[config.mk]
export PLATFORM = sky130hd
export DESIGN_NAME = pfep_seq
export DESIGN_NICKNAME = d
export VERILOG_FILES = /design/src/pfep_pkg.sv /design/src/pfep_timer.sv /design/src/pfep_seq.sv
export SDC_FILE = /design/constraint.sdc
export NUM_CORES = 1
export LEC_CHECK = 0
export BUFFER_PORTS_ARGS = -buffer_cell sky130_fd_sc_hd__buf_2
export CAP_MARGIN = 10
export CELL_PAD_IN_SITES_DETAIL_PLACEMENT = 1
export CELL_PAD_IN_SITES_GLOBAL_PLACEMENT = 2
export CORE_ASPECT_RATIO = 0.75
export CORE_UTILIZATION = 35
export DETAILED_ROUTE_END_ITERATION = 8
export PLACE_DENSITY = 0.85
export SLEW_MARGIN = 20
export SYNTH_ARGS = -nofsm -noshare
export SYNTH_HDL_FRONTEND = slang
export SYNTH_SLANG_ARGS = --single-unit
[constraint.sdc]
create_clock -name mclk -period 4.5 [get_ports mclk]
set_input_delay 0.9 -clock mclk [delete_from_list [all_inputs] [get_ports mclk]]
set_output_delay 0.9 -clock mclk [all_outputs]
set_load 0.02 [all_outputs]
[src/pfep_pkg.sv]
package pfep_pkg;
  localparam int lanes = 2;
  localparam int dw = 16;
  localparam int aw = 16;
  localparam logic [7:0] cmd_erase = 8'h20;
  localparam logic [7:0] cmd_everify = 8'ha0;
  localparam logic [7:0] cmd_program = 8'h40;
  localparam logic [7:0] cmd_pverify = 8'hc0;
  localparam logic [7:0] cmd_reset = 8'hff;
  localparam logic [7:0] data_erased = 8'hff;
  localparam logic [7:0] data_zero = 8'h00;
  localparam logic [aw-1:0] addr_step = 16'h0002;
  localparam int clk_mhz = 20;
  localparam int t_erase_ms = 10;
  localparam int t_prog_us = 10;
  localparam int t_vsetup_us = 6;
  localparam int t_latency_cyc = 1;
  localparam logic [31:0] erase_cyc =
    32'(t_erase_ms * 1000 * clk_mhz);
  localparam logic [31:0] prog_cyc = 32'(t_prog_us * clk_mhz);
  localparam logic [31:0] vsetup_cyc = 32'(t_vsetup_us * clk_mhz);
  localparam logic [7:0] max_pulses = 8'h19;
  localparam logic [15:0] max_erase_pulses = 16'h03e8;
  typedef struct packed {
    logic we;
    logic oe;
    logic [aw-1:0] addr;
    logic [dw-1:0] wdata;
  } pfep_bus_type;
endpackage

[src/pfep_timer.sv]
`timescale 1ns/1ps
module pfep_timer (
  input wire logic mclk, // Clock
  input wire logic reset, // Async reset
  input wire logic load, // Load count and run
  input wire logic [31:0] count, // Cycles to run
  output logic done // Terminal count reached
);
  logic [15:0] pre_q;
  logic [15:0] main_q;
  logic run_q;
  // Low counter prescales the high one for a 32-bit span
  always_ff @(posedge mclk or posedge reset) begin
    if (reset) begin
      pre_q <= 16'h0000;
      main_q <= 16'h0000;
    end else if (load) begin
      pre_q <= count[15:0];
      main_q <= count[31:16];
    end else if (run_q) begin
      if (pre_q != 16'h0000) begin
        pre_q <= pre_q - 16'h0001;
      end else if (main_q != 16'h0000) begin
        pre_q <= 16'hffff;
        main_q <= main_q - 16'h0001;
      end
    end
  end
  always_ff @(posedge mclk or posedge reset) begin
    if (reset) begin
      run_q <= 1'b0;
      done <= 1'b0;
    end else if (load) begin
      run_q <= 1'b1;
      done <= 1'b0;
    end else if (run_q && pre_q <= 16'h0001 && main_q == 16'h0000) begin
      run_q <= 1'b0;
      done <= 1'b1;
    end
  end
  a_done_sticky: assert property (@(posedge mclk) disable iff (reset)
    done && !load |=> done) else $error("timer done dropped");
endmodule // pfep_timer

[src/pfep_seq.sv]
`timescale 1ns/1ps
//////////////////////////////////////////////////////////////////////////
// Summary of operation
// - After erase pulse, write word verify command.
// - Both lanes erased: address plus two, verify.
// - Neither erased: repeat erase, same address.
// - Each lane erased only when it reads FFh.
// - Verified lane gets reset code in commands.
// - All verified: restore commands, advance, verify.
// - Program pulse then verify, loop until match.
// - Program pulse ends at program-verify write.
// - Wait verify set-up before reading back.
// - Set-up wait is at least the minimum.
// - Program every location to zero before erase.
// - Keep word writes, neutral code in done lanes.
// - Byte mode steps address per device count; not built, word mode only.
// - Lane count scales from two to four; widths here are fixed at two lanes.
// - Timer loads count, sets done status bit.
// - Timer resolves one microsecond or finer.
// - Cascaded counters give 32-bit range.
// - Count includes interrupt response latency.
//////////////////////////////////////////////////////////////////////////
module pfep_seq (
  input wire logic mclk, // Clock, 20 MHz
  input wire logic reset, // Async reset, active high
  input wire logic start, // Pulse: begin operation
  input wire logic op_erase, // 1 erase (with pre-zero), 0 program
  input wire logic [15:0] last_addr, // Last word address
  input wire logic [15:0] prog_data, // Word to program at prog_addr
  output logic prog_req, // Wants next program word
  output logic [15:0] prog_addr, // Address of requested word
  output pfep_pkg::pfep_bus_type fbus, // Flash bus drive
  input wire logic [15:0] fdata_in, // Flash read data
  output logic busy, // Operation running
  output logic done, // Operation finished ok
  output logic [1:0] fail_lane // Lane that exceeded pulse limit
);
  typedef enum logic [3:0] {
    s_idle = 4'h0, s_pcmd = 4'h1, s_pdata = 4'h2, s_ppulse = 4'h3,
    s_pver = 4'h4, s_pset = 4'h5, s_pchk = 4'h6, s_ecmd1 = 4'h7,
    s_ecmd2 = 4'h8, s_epulse = 4'h9, s_ever = 4'ha, s_eset = 4'hb,
    s_echk = 4'hc, s_end = 4'hd
  } pfep_state_type;
  pfep_state_type state_q;
  logic [15:0] addr_q;
  logic [1:0] lane_ok_q;
  logic zero_pass_q;
  logic [7:0] ppulse_q;
  logic [15:0] epulse_q;
  logic tmr_load;
  logic [31:0] tmr_count;
  logic tmr_done;
  logic [15:0] want;
  logic [1:0] match;
  logic [15:0] cmd_word;
  logic [31:0] wait_q;
  //////////////////////////////////////////////////////////////////////
  pfep_timer u_timer (
    .mclk(mclk),
    .reset(reset),
    .load(tmr_load),
    .count(tmr_count),
    .done(tmr_done)
  );
  // Zero pass programs 00 everywhere, else caller data
  assign want = zero_pass_q ? {2{pfep_pkg::data_zero}} : prog_data;
  always_comb begin
    for (int i = 0; i < pfep_pkg::lanes; i++) begin
      if (state_q == s_echk)
        match[i] = fdata_in[8*i+:8] == pfep_pkg::data_erased;
      else
        match[i] = fdata_in[8*i+:8] == want[8*i+:8];
    end
  end
  // Lanes that already verified see the reset code, a no-op
  function automatic logic [15:0] mask_cmd(input logic [7:0] c,
                                           input logic [1:0] ok);
    logic [15:0] r;
    r = 16'h0000;
    for (int i = 0; i < pfep_pkg::lanes; i++) begin
      r[8*i+:8] = ok[i] ? pfep_pkg::cmd_reset : c;
    end
    return r;
  endfunction
  // Data to a finished lane is masked too: a data byte could decode as
  // a command in a device that already verified
  function automatic logic [15:0] mask_word(input logic [15:0] w,
                                            input logic [1:0] ok);
    logic [15:0] r;
    r = w;
    for (int i = 0; i < pfep_pkg::lanes; i++) begin
      if (ok[i]) r[8*i+:8] = pfep_pkg::cmd_reset;
    end
    return r;
  endfunction
  always_comb begin
    case (state_q)
      s_pcmd: cmd_word = mask_cmd(pfep_pkg::cmd_program, lane_ok_q);
      s_pdata: cmd_word = mask_word(want, lane_ok_q);
      s_pver: cmd_word = mask_cmd(pfep_pkg::cmd_pverify, lane_ok_q);
      s_ecmd1, s_ecmd2:
        cmd_word = mask_cmd(pfep_pkg::cmd_erase, lane_ok_q);
      s_ever: cmd_word = mask_cmd(pfep_pkg::cmd_everify, lane_ok_q);
      default: cmd_word = 16'h0000;
    endcase
  end
  always_comb begin
    tmr_load = 1'b0;
    tmr_count = 32'h0000_0000;
    case (state_q)
      s_pdata: begin
        tmr_load = 1'b1;
        // Subtract cycles spent reaching the verify write
        tmr_count = pfep_pkg::prog_cyc - pfep_pkg::t_latency_cyc;
      end
      s_ecmd2: begin
        tmr_load = 1'b1;
        tmr_count = pfep_pkg::erase_cyc - pfep_pkg::t_latency_cyc;
      end
      s_pver, s_ever: begin
        tmr_load = 1'b1;
        tmr_count = pfep_pkg::vsetup_cyc;
      end
      default: tmr_load = 1'b0;
    endcase
  end
  // Cycles spent in a program pulse or set-up wait; only the minimum-time
  // checks below read it
  always_ff @(posedge mclk or posedge reset) begin
    if (reset) begin
      wait_q <= 32'h0000_0000;
    end else if (state_q inside {s_ppulse, s_pset, s_eset}) begin
      wait_q <= wait_q + 32'h0000_0001;
    end else begin
      wait_q <= 32'h0000_0000;
    end
  end
  // Registered so each write reaches the flash as one clean cycle,
  // at the cost of one cycle of lag behind the state
  always_ff @(posedge mclk or posedge reset) begin
    if (reset) begin
      fbus <= '0;
    end else begin
      fbus.we <= state_q inside {s_pcmd, s_pdata, s_pver, s_ecmd1,
                                 s_ecmd2, s_ever};
      fbus.oe <= state_q inside {s_pset, s_eset, s_pchk, s_echk};
      fbus.addr <= addr_q;
      fbus.wdata <= cmd_word;
    end
  end
  //////////////////////////////////////////////////////////////////////
  // Sequencer
  always_ff @(posedge mclk or posedge reset) begin
    if (reset) begin
      state_q <= s_idle;
      addr_q <= 16'h0000;
      lane_ok_q <= 2'b00;
      zero_pass_q <= 1'b0;
      ppulse_q <= 8'h00;
      epulse_q <= 16'h0000;
      fail_lane <= 2'b00;
      done <= 1'b0;
    end else begin
      case (state_q)
        s_idle: begin
          if (start) begin
            addr_q <= 16'h0000;
            lane_ok_q <= 2'b00;
            ppulse_q <= 8'h00;
            epulse_q <= 16'h0000;
            fail_lane <= 2'b00;
            done <= 1'b0;
            zero_pass_q <= op_erase;
            state_q <= s_pcmd;
          end
        end
        s_pcmd: state_q <= s_pdata;
        s_pdata: begin
          ppulse_q <= ppulse_q + 8'h01;
          state_q <= s_ppulse;
        end
        s_ppulse: if (tmr_done) state_q <= s_pver;
        s_pver: state_q <= s_pset;
        s_pset: if (tmr_done) state_q <= s_pchk;
        s_pchk: begin
          if ((lane_ok_q | match) == 2'b11) begin
            lane_ok_q <= 2'b00;
            ppulse_q <= 8'h00;
            if (addr_q >= last_addr) begin
              addr_q <= 16'h0000;
              zero_pass_q <= 1'b0;
              state_q <= zero_pass_q ? s_ecmd1 : s_end;
            end else begin
              addr_q <= addr_q + pfep_pkg::addr_step;
              state_q <= s_pcmd;
            end
          end else if (ppulse_q >= pfep_pkg::max_pulses) begin
            fail_lane <= ~(lane_ok_q | match);
            state_q <= s_idle;
          end else begin
            lane_ok_q <= lane_ok_q | match;
            state_q <= s_pcmd;
          end
        end
        s_ecmd1: state_q <= s_ecmd2;
        s_ecmd2: begin
          epulse_q <= epulse_q + 16'h0001;
          state_q <= s_epulse;
        end
        s_epulse: if (tmr_done) state_q <= s_ever;
        s_ever: state_q <= s_eset;
        s_eset: if (tmr_done) state_q <= s_echk;
        s_echk: begin
          if ((lane_ok_q | match) == 2'b11) begin
            lane_ok_q <= 2'b00;
            if (addr_q >= last_addr) begin
              state_q <= s_end;
            end else begin
              addr_q <= addr_q + pfep_pkg::addr_step;
              state_q <= s_ever;
            end
          end else if (epulse_q >= pfep_pkg::max_erase_pulses) begin
            fail_lane <= ~(lane_ok_q | match);
            state_q <= s_idle;
          end else begin
            lane_ok_q <= lane_ok_q | match;
            state_q <= s_ecmd1;
          end
        end
        s_end: begin
          done <= 1'b1;
          state_q <= s_idle;
        end
        default: state_q <= s_idle;
      endcase
    end
  end
  assign busy = state_q != s_idle;
  assign prog_req = state_q == s_pcmd && !zero_pass_q;
  assign prog_addr = addr_q;
  // byte mode is not built: word mode serves both devices at once
  //////////////////////////////////////////////////////////////////////
  a_erase_twice: assert property (@(posedge mclk) disable iff (reset)
    state_q == s_ecmd1 |=> state_q == s_ecmd2 ##1 state_q == s_epulse)
    else $error("erase command not doubled");
  a_verify_after: assert property (@(posedge mclk) disable iff (reset)
    state_q == s_epulse && tmr_done |=> state_q == s_ever)
    else $error("no verify after erase");
  a_addr_step: assert property (@(posedge mclk) disable iff (reset)
    state_q == s_echk && (lane_ok_q | match) == 2'b11 &&
    addr_q < last_addr |=> addr_q == $past(addr_q) + 16'h0002)
    else $error("bad address step");
  a_addr_hold: assert property (@(posedge mclk) disable iff (reset)
    state_q == s_echk && (lane_ok_q | match) != 2'b11 |=>
    $stable(addr_q)) else $error("address moved on retry");
  a_mask_lane: assert property (@(posedge mclk) disable iff (reset)
    state_q == s_ever && lane_ok_q[0] |-> cmd_word[7:0] == 8'hff)
    else $error("verified lane not masked");
  a_setup_wait: assert property (@(posedge mclk) disable iff (reset)
    state_q == s_pver |=> state_q == s_pset [*8])
    else $error("verify read too early");
  a_retry_prog: assert property (@(posedge mclk) disable iff (reset)
    state_q == s_pchk && (lane_ok_q | match) != 2'b11 &&
    ppulse_q < 8'h19 |=> state_q == s_pcmd)
    else $error("program loop broken");
  a_fail_flag: assert property (@(posedge mclk) disable iff (reset)
    state_q == s_pchk && (lane_ok_q | match) != 2'b11 &&
    ppulse_q >= 8'h19 |=> fail_lane != 2'b00)
    else $error("failure not flagged");
  a_setup_min: assert property (@(posedge mclk) disable iff (reset)
    state_q inside {s_pchk, s_echk} |-> wait_q >= pfep_pkg::vsetup_cyc)
    else $error("verify read before set-up time");
  a_pulse_min: assert property (@(posedge mclk) disable iff (reset)
    state_q == s_pver |-> wait_q >= pfep_pkg::prog_cyc - 32'h0000_0001)
    else $error("program pulse too short");
  a_data_masked: assert property (@(posedge mclk) disable iff (reset)
    state_q == s_ppulse && $past(state_q) == s_pdata && lane_ok_q[0] |->
    fbus.wdata[7:0] == pfep_pkg::cmd_reset)
    else $error("data reached a finished lane");
  a_fail_clear: assert property (@(posedge mclk) disable iff (reset)
    busy |-> fail_lane == 2'b00)
    else $error("stale failure while busy");
  a_zero_first: assert property (@(posedge mclk) disable iff (reset)
    state_q == s_ecmd1 && $past(state_q) == s_pchk |-> $past(zero_pass_q))
    else $error("erase without zero pass");
  a_bus_excl: assert property (@(posedge mclk) disable iff (reset)
    !(fbus.we && fbus.oe))
    else $error("write and read together");
  a_done_end: assert property (@(posedge mclk) disable iff (reset)
    $rose(done) |-> $past(state_q) == s_end)
    else $error("done without finishing");
  a_erase_judge: assert property (@(posedge mclk) disable iff (reset)
    state_q == s_echk && fdata_in[15:8] != pfep_pkg::data_erased |->
    !match[1])
    else $error("high lane judged erased");
  c_erase_done: cover property (@(posedge mclk) disable iff (reset)
    state_q == s_echk ##1 state_q == s_end);
  c_partial: cover property (@(posedge mclk) disable iff (reset)
    state_q == s_echk && (lane_ok_q | match) == 2'b01);
  c_prog_retry: cover property (@(posedge mclk) disable iff (reset)
    state_q == s_pchk ##1 state_q == s_pcmd ##1 state_q == s_pdata);
  c_zero_to_erase: cover property (@(posedge mclk) disable iff (reset)
    state_q == s_pchk ##1 state_q == s_ecmd1);
  c_lane_fail: cover property (@(posedge mclk) disable iff (reset)
    state_q == s_pchk ##1 fail_lane != 2'b00);
endmodule // pfep_seq

==> results.ini <==
[clock_tree]
clock_path_buffers = 2
post-cts-setup-buffers = 0
cts_tree = yes
ctsHtreeMaxLevel = 4
cts-root-buf = clkbuf_16
path_clk_slew_ns = 0.06
cts_inserted_buffers = 17
hold_buffers = 0
insertion_delay_ns = 0.42
cts_resized = 0
clock-sinks = 116

[floorplanning]
die_w_um = 162
die_area_um2 = 19700
die_h_um = 122
core_area_um2 = 18600
ioPinCount = 107
rows = 43
initial_core_util_pct = 36.0

[layout]
post-route-util_pct = 43.4
synthToLayoutAreaGrowth_pct = 20.7
antenna_cells = 0
multiInputGateArea_um2 = 3560
register_area_um2 = 2900
fillers = 2239
layout.nets = 940
drive_gt1_share_pct = 19.2

[timing]
rsz0062_at_grt = false
report.final.slew_viol_count = 0
setup_tns_ns = 0
finalHoldViolations = 0
period_needed_ns = 3.34
tightest_slew_ns = 1.01
setup_viol = 0
post-route-period-util_pct = 74.2
timing.clock.skew_ns = 0.00858
slew_headroom_pct = 32.6
fmax_mhz = 300

[yosys]
synth.avg_cell_area_um2 = 8.84
async_reset_ff_share_pct = 100
syn-cell-area_um2 = 6700
synth_seq_cells = 116
yosysWarnings = 0
ys_seq_area_share_pct = 43.3
synth_edf_count = 0
synth_cells = 758
yosysUniqueCellTypes = 69
synthFlopType = dfrtp_1

[critical_path]
reg2reg_to = prog_addr[13]
cp-start-kind = register
r2r.worst_path.cells = 11
rrSetupSlack_ns = 1.16
cp_max_fo = 37
crit_start = state_q[2]
timing.rr.start = state_q[2]
crit_type = reg2reg
crit_arrival_ns = 3.67
required_ns = 4.83
crit_path_end_kind = register

[power_and_ir_drop]
max-vdd-ir-drop_uv = 233
leakagePower_nw = 3.93
power_density_nw_per_um2 = 530

[min_path]
hp-start = prog_addr[15]
whs_path_depth = 0
min_path_type = reg2reg
hold_path_end = fbus[31]

[detailed_routing]
via_per_inst = 5.35
routed_wl_mm = 18.8
route.detailed.drc = 0
wl_per_cell_um = 16.8
num_vias = 6006
drtAntennaViolNets = 0
dr.pass1.iters = 4
drt_iter0_drc = 341

[status]
outcome = finished clean

[flow_run]
maxCapViolCount = 0

[global_routing]
grt_max_degree = 71
grt_remaining_overflow = 0
grt_pass1_vias = 6107
grt_first_pass_wirelength_mm = 32.1
grtUsageTotal_pct = 20.7
antenna_found_initial = 0

[placement]
hpwl_mm = 13.3
numPortBuffers = 104
place_congestion = 0.777

==> per-layer routing <==
layer | share of wire, % | wire (um) | GRT usage, %
met1 | 51 | 9550 | 29.8
met2 | 45 | 8430 | 30.8
met3 | 3.2 | 611 | 4.53
met4 | 1.3 | 241 | 6.13
met5 | 0 | 0 | 0
==> cell usage in the layout, fill, tap and decap left out, drive strengths merged, types with 6 or more instances in the layout <==
cell type  count
ha            25
clkinvlp       6
nor3          11
nor4          26
nand3         48
nand4         12
mux2i          6
a21oi         45
dfrtp        116
buf          115
o211ai         7
o21ai         61
nand2b        13
or3            6
nor2b          8
clkbuf        20
nor2         104
inv           28
xor2          22
nand2         71
a21o          10
o31a           9
and3          14
xnor2          9
==> cell usage after synthesis, drive strengths merged, types with 3 or more instances <==
cell    instances  area share, %
dfrtp         116             43
nor2          104            6.0
nand2          71            4.0
o21ai          61            4.7
nand3          48            3.7
a21oi          45            3.4
inv            27            1.5
nor4           26            2.4
ha             25            4.7
clkbuf         22            1.2
xor2           22            2.9
and3           14            1.3
nand2b         13            1.2
nand4          12            1.3
nor3           11           0.82
a21o           10            1.1
o31a            9            1.2
xnor2           9            1.2
buf             8           0.95
nor2b           8           0.75
o211ai          7           0.86
mux2i           6           0.90
or3             6           0.56
a211oi          5           0.56
o22a            5           0.65
o31ai           5           0.56
o41ai           5           0.77
or4             5           0.56
a22oi           4           0.45
a311o           4           0.60
nor3b           4           0.69
a31oi           3           0.28
and2            3           0.28
o21a            3           0.34
o22ai           3           0.28
or2             3           0.28
==> cells by family (layout without fill, tap and decap cells) <==
family                   Yosys count  count (layout)  share of synthesized area, %
multiplexers                       8               8                          1.23
other                              1               2                        0.0560
XOR/XNOR                          31              31                          4.05
buffers and inverters             57             173                          3.70
AND/OR/NAND/NOR                  337             337                          25.0
adder cells (fa/ha/maj)           25              25                          4.67
AO/OA/AOI/OAI                    183             183                          17.9
flip-flops                       116             116                          43.3
==> registers in the layout, summed over array words and instances, names as in the netlist <==
register	count
state_q	4
done	1
zero_pass_q	1
u_timer.main_q	16
prog_addr	15
u_timer.pre_q	16
fail_lane	2
ppulse_q	8
lane_ok_q	2
fbus	33
u_timer.run_q	1
epulse_q	16
u_timer.done	1
==> worst max-delay path by stage <==
| stage | endpoint | slack, ns | depth (start not counted) |
|---|---|---|---|
| floorplan | done | 0.53 | 1 |
| global placement | prog_addr[15] | 1.28 | 12 |
| detailed placement | zero_pass_q | 1.17 | 12 |
| CTS | prog_addr[13] | 1.19 | 11 |
| global route | prog_addr[8] | 0.88 | 11 |
| finish | prog_addr[13] | 1.16 | 11 |
==> through the flow <==
stage	setup slack, ns	cells	power (mW)	hold slack [ns]	cell area, um2
after floorplan	0.528	759	2.42	0.450	6700
after global placement	1.28	1091	2.87	0.469	7480
after detailed placement	1.17	1091	2.89	0.464	7480
after CTS	1.19	1122	4.34	0.480	8090
after global routing	0.884	1122	4.59	0.511	8090
final	1.16	1122	4.28	0.473	8090
==> worst max-delay path, cell delays in order, from the launching register on <==
cell	delay [ns]
dfrtp_1	0.36
buf_4	0.21
and4bb_1	0.21
buf_4	0.25
nor4_1	0.31
o31a_1	0.19
a311o_1	0.17
a41oi_4	0.20
o21ai_2	0.54
nand4_2	0.26
or3_1	0.37
a21oi_1	0.15
==> layout make-up <==
class                           instances  area share, %
Inverter                               27           1.28
Clock inverter                         11           1.89
Sequential cell                       116           35.9
Clock buffer                           20           5.65
Timing Repair Buffer                  115           7.46
Tap cell                              247           3.82
Multi-Input combinational cell        586           44.0
==> where the power goes <==
group	switching [mW]	internal (mW)	total, mW
logic	0.963	0.527	1.49
registers	0.171	1.21	1.39
clock network	0.510	0.898	1.41
total	1.64	2.64	4.28
(Power assumes the default switching activity.)
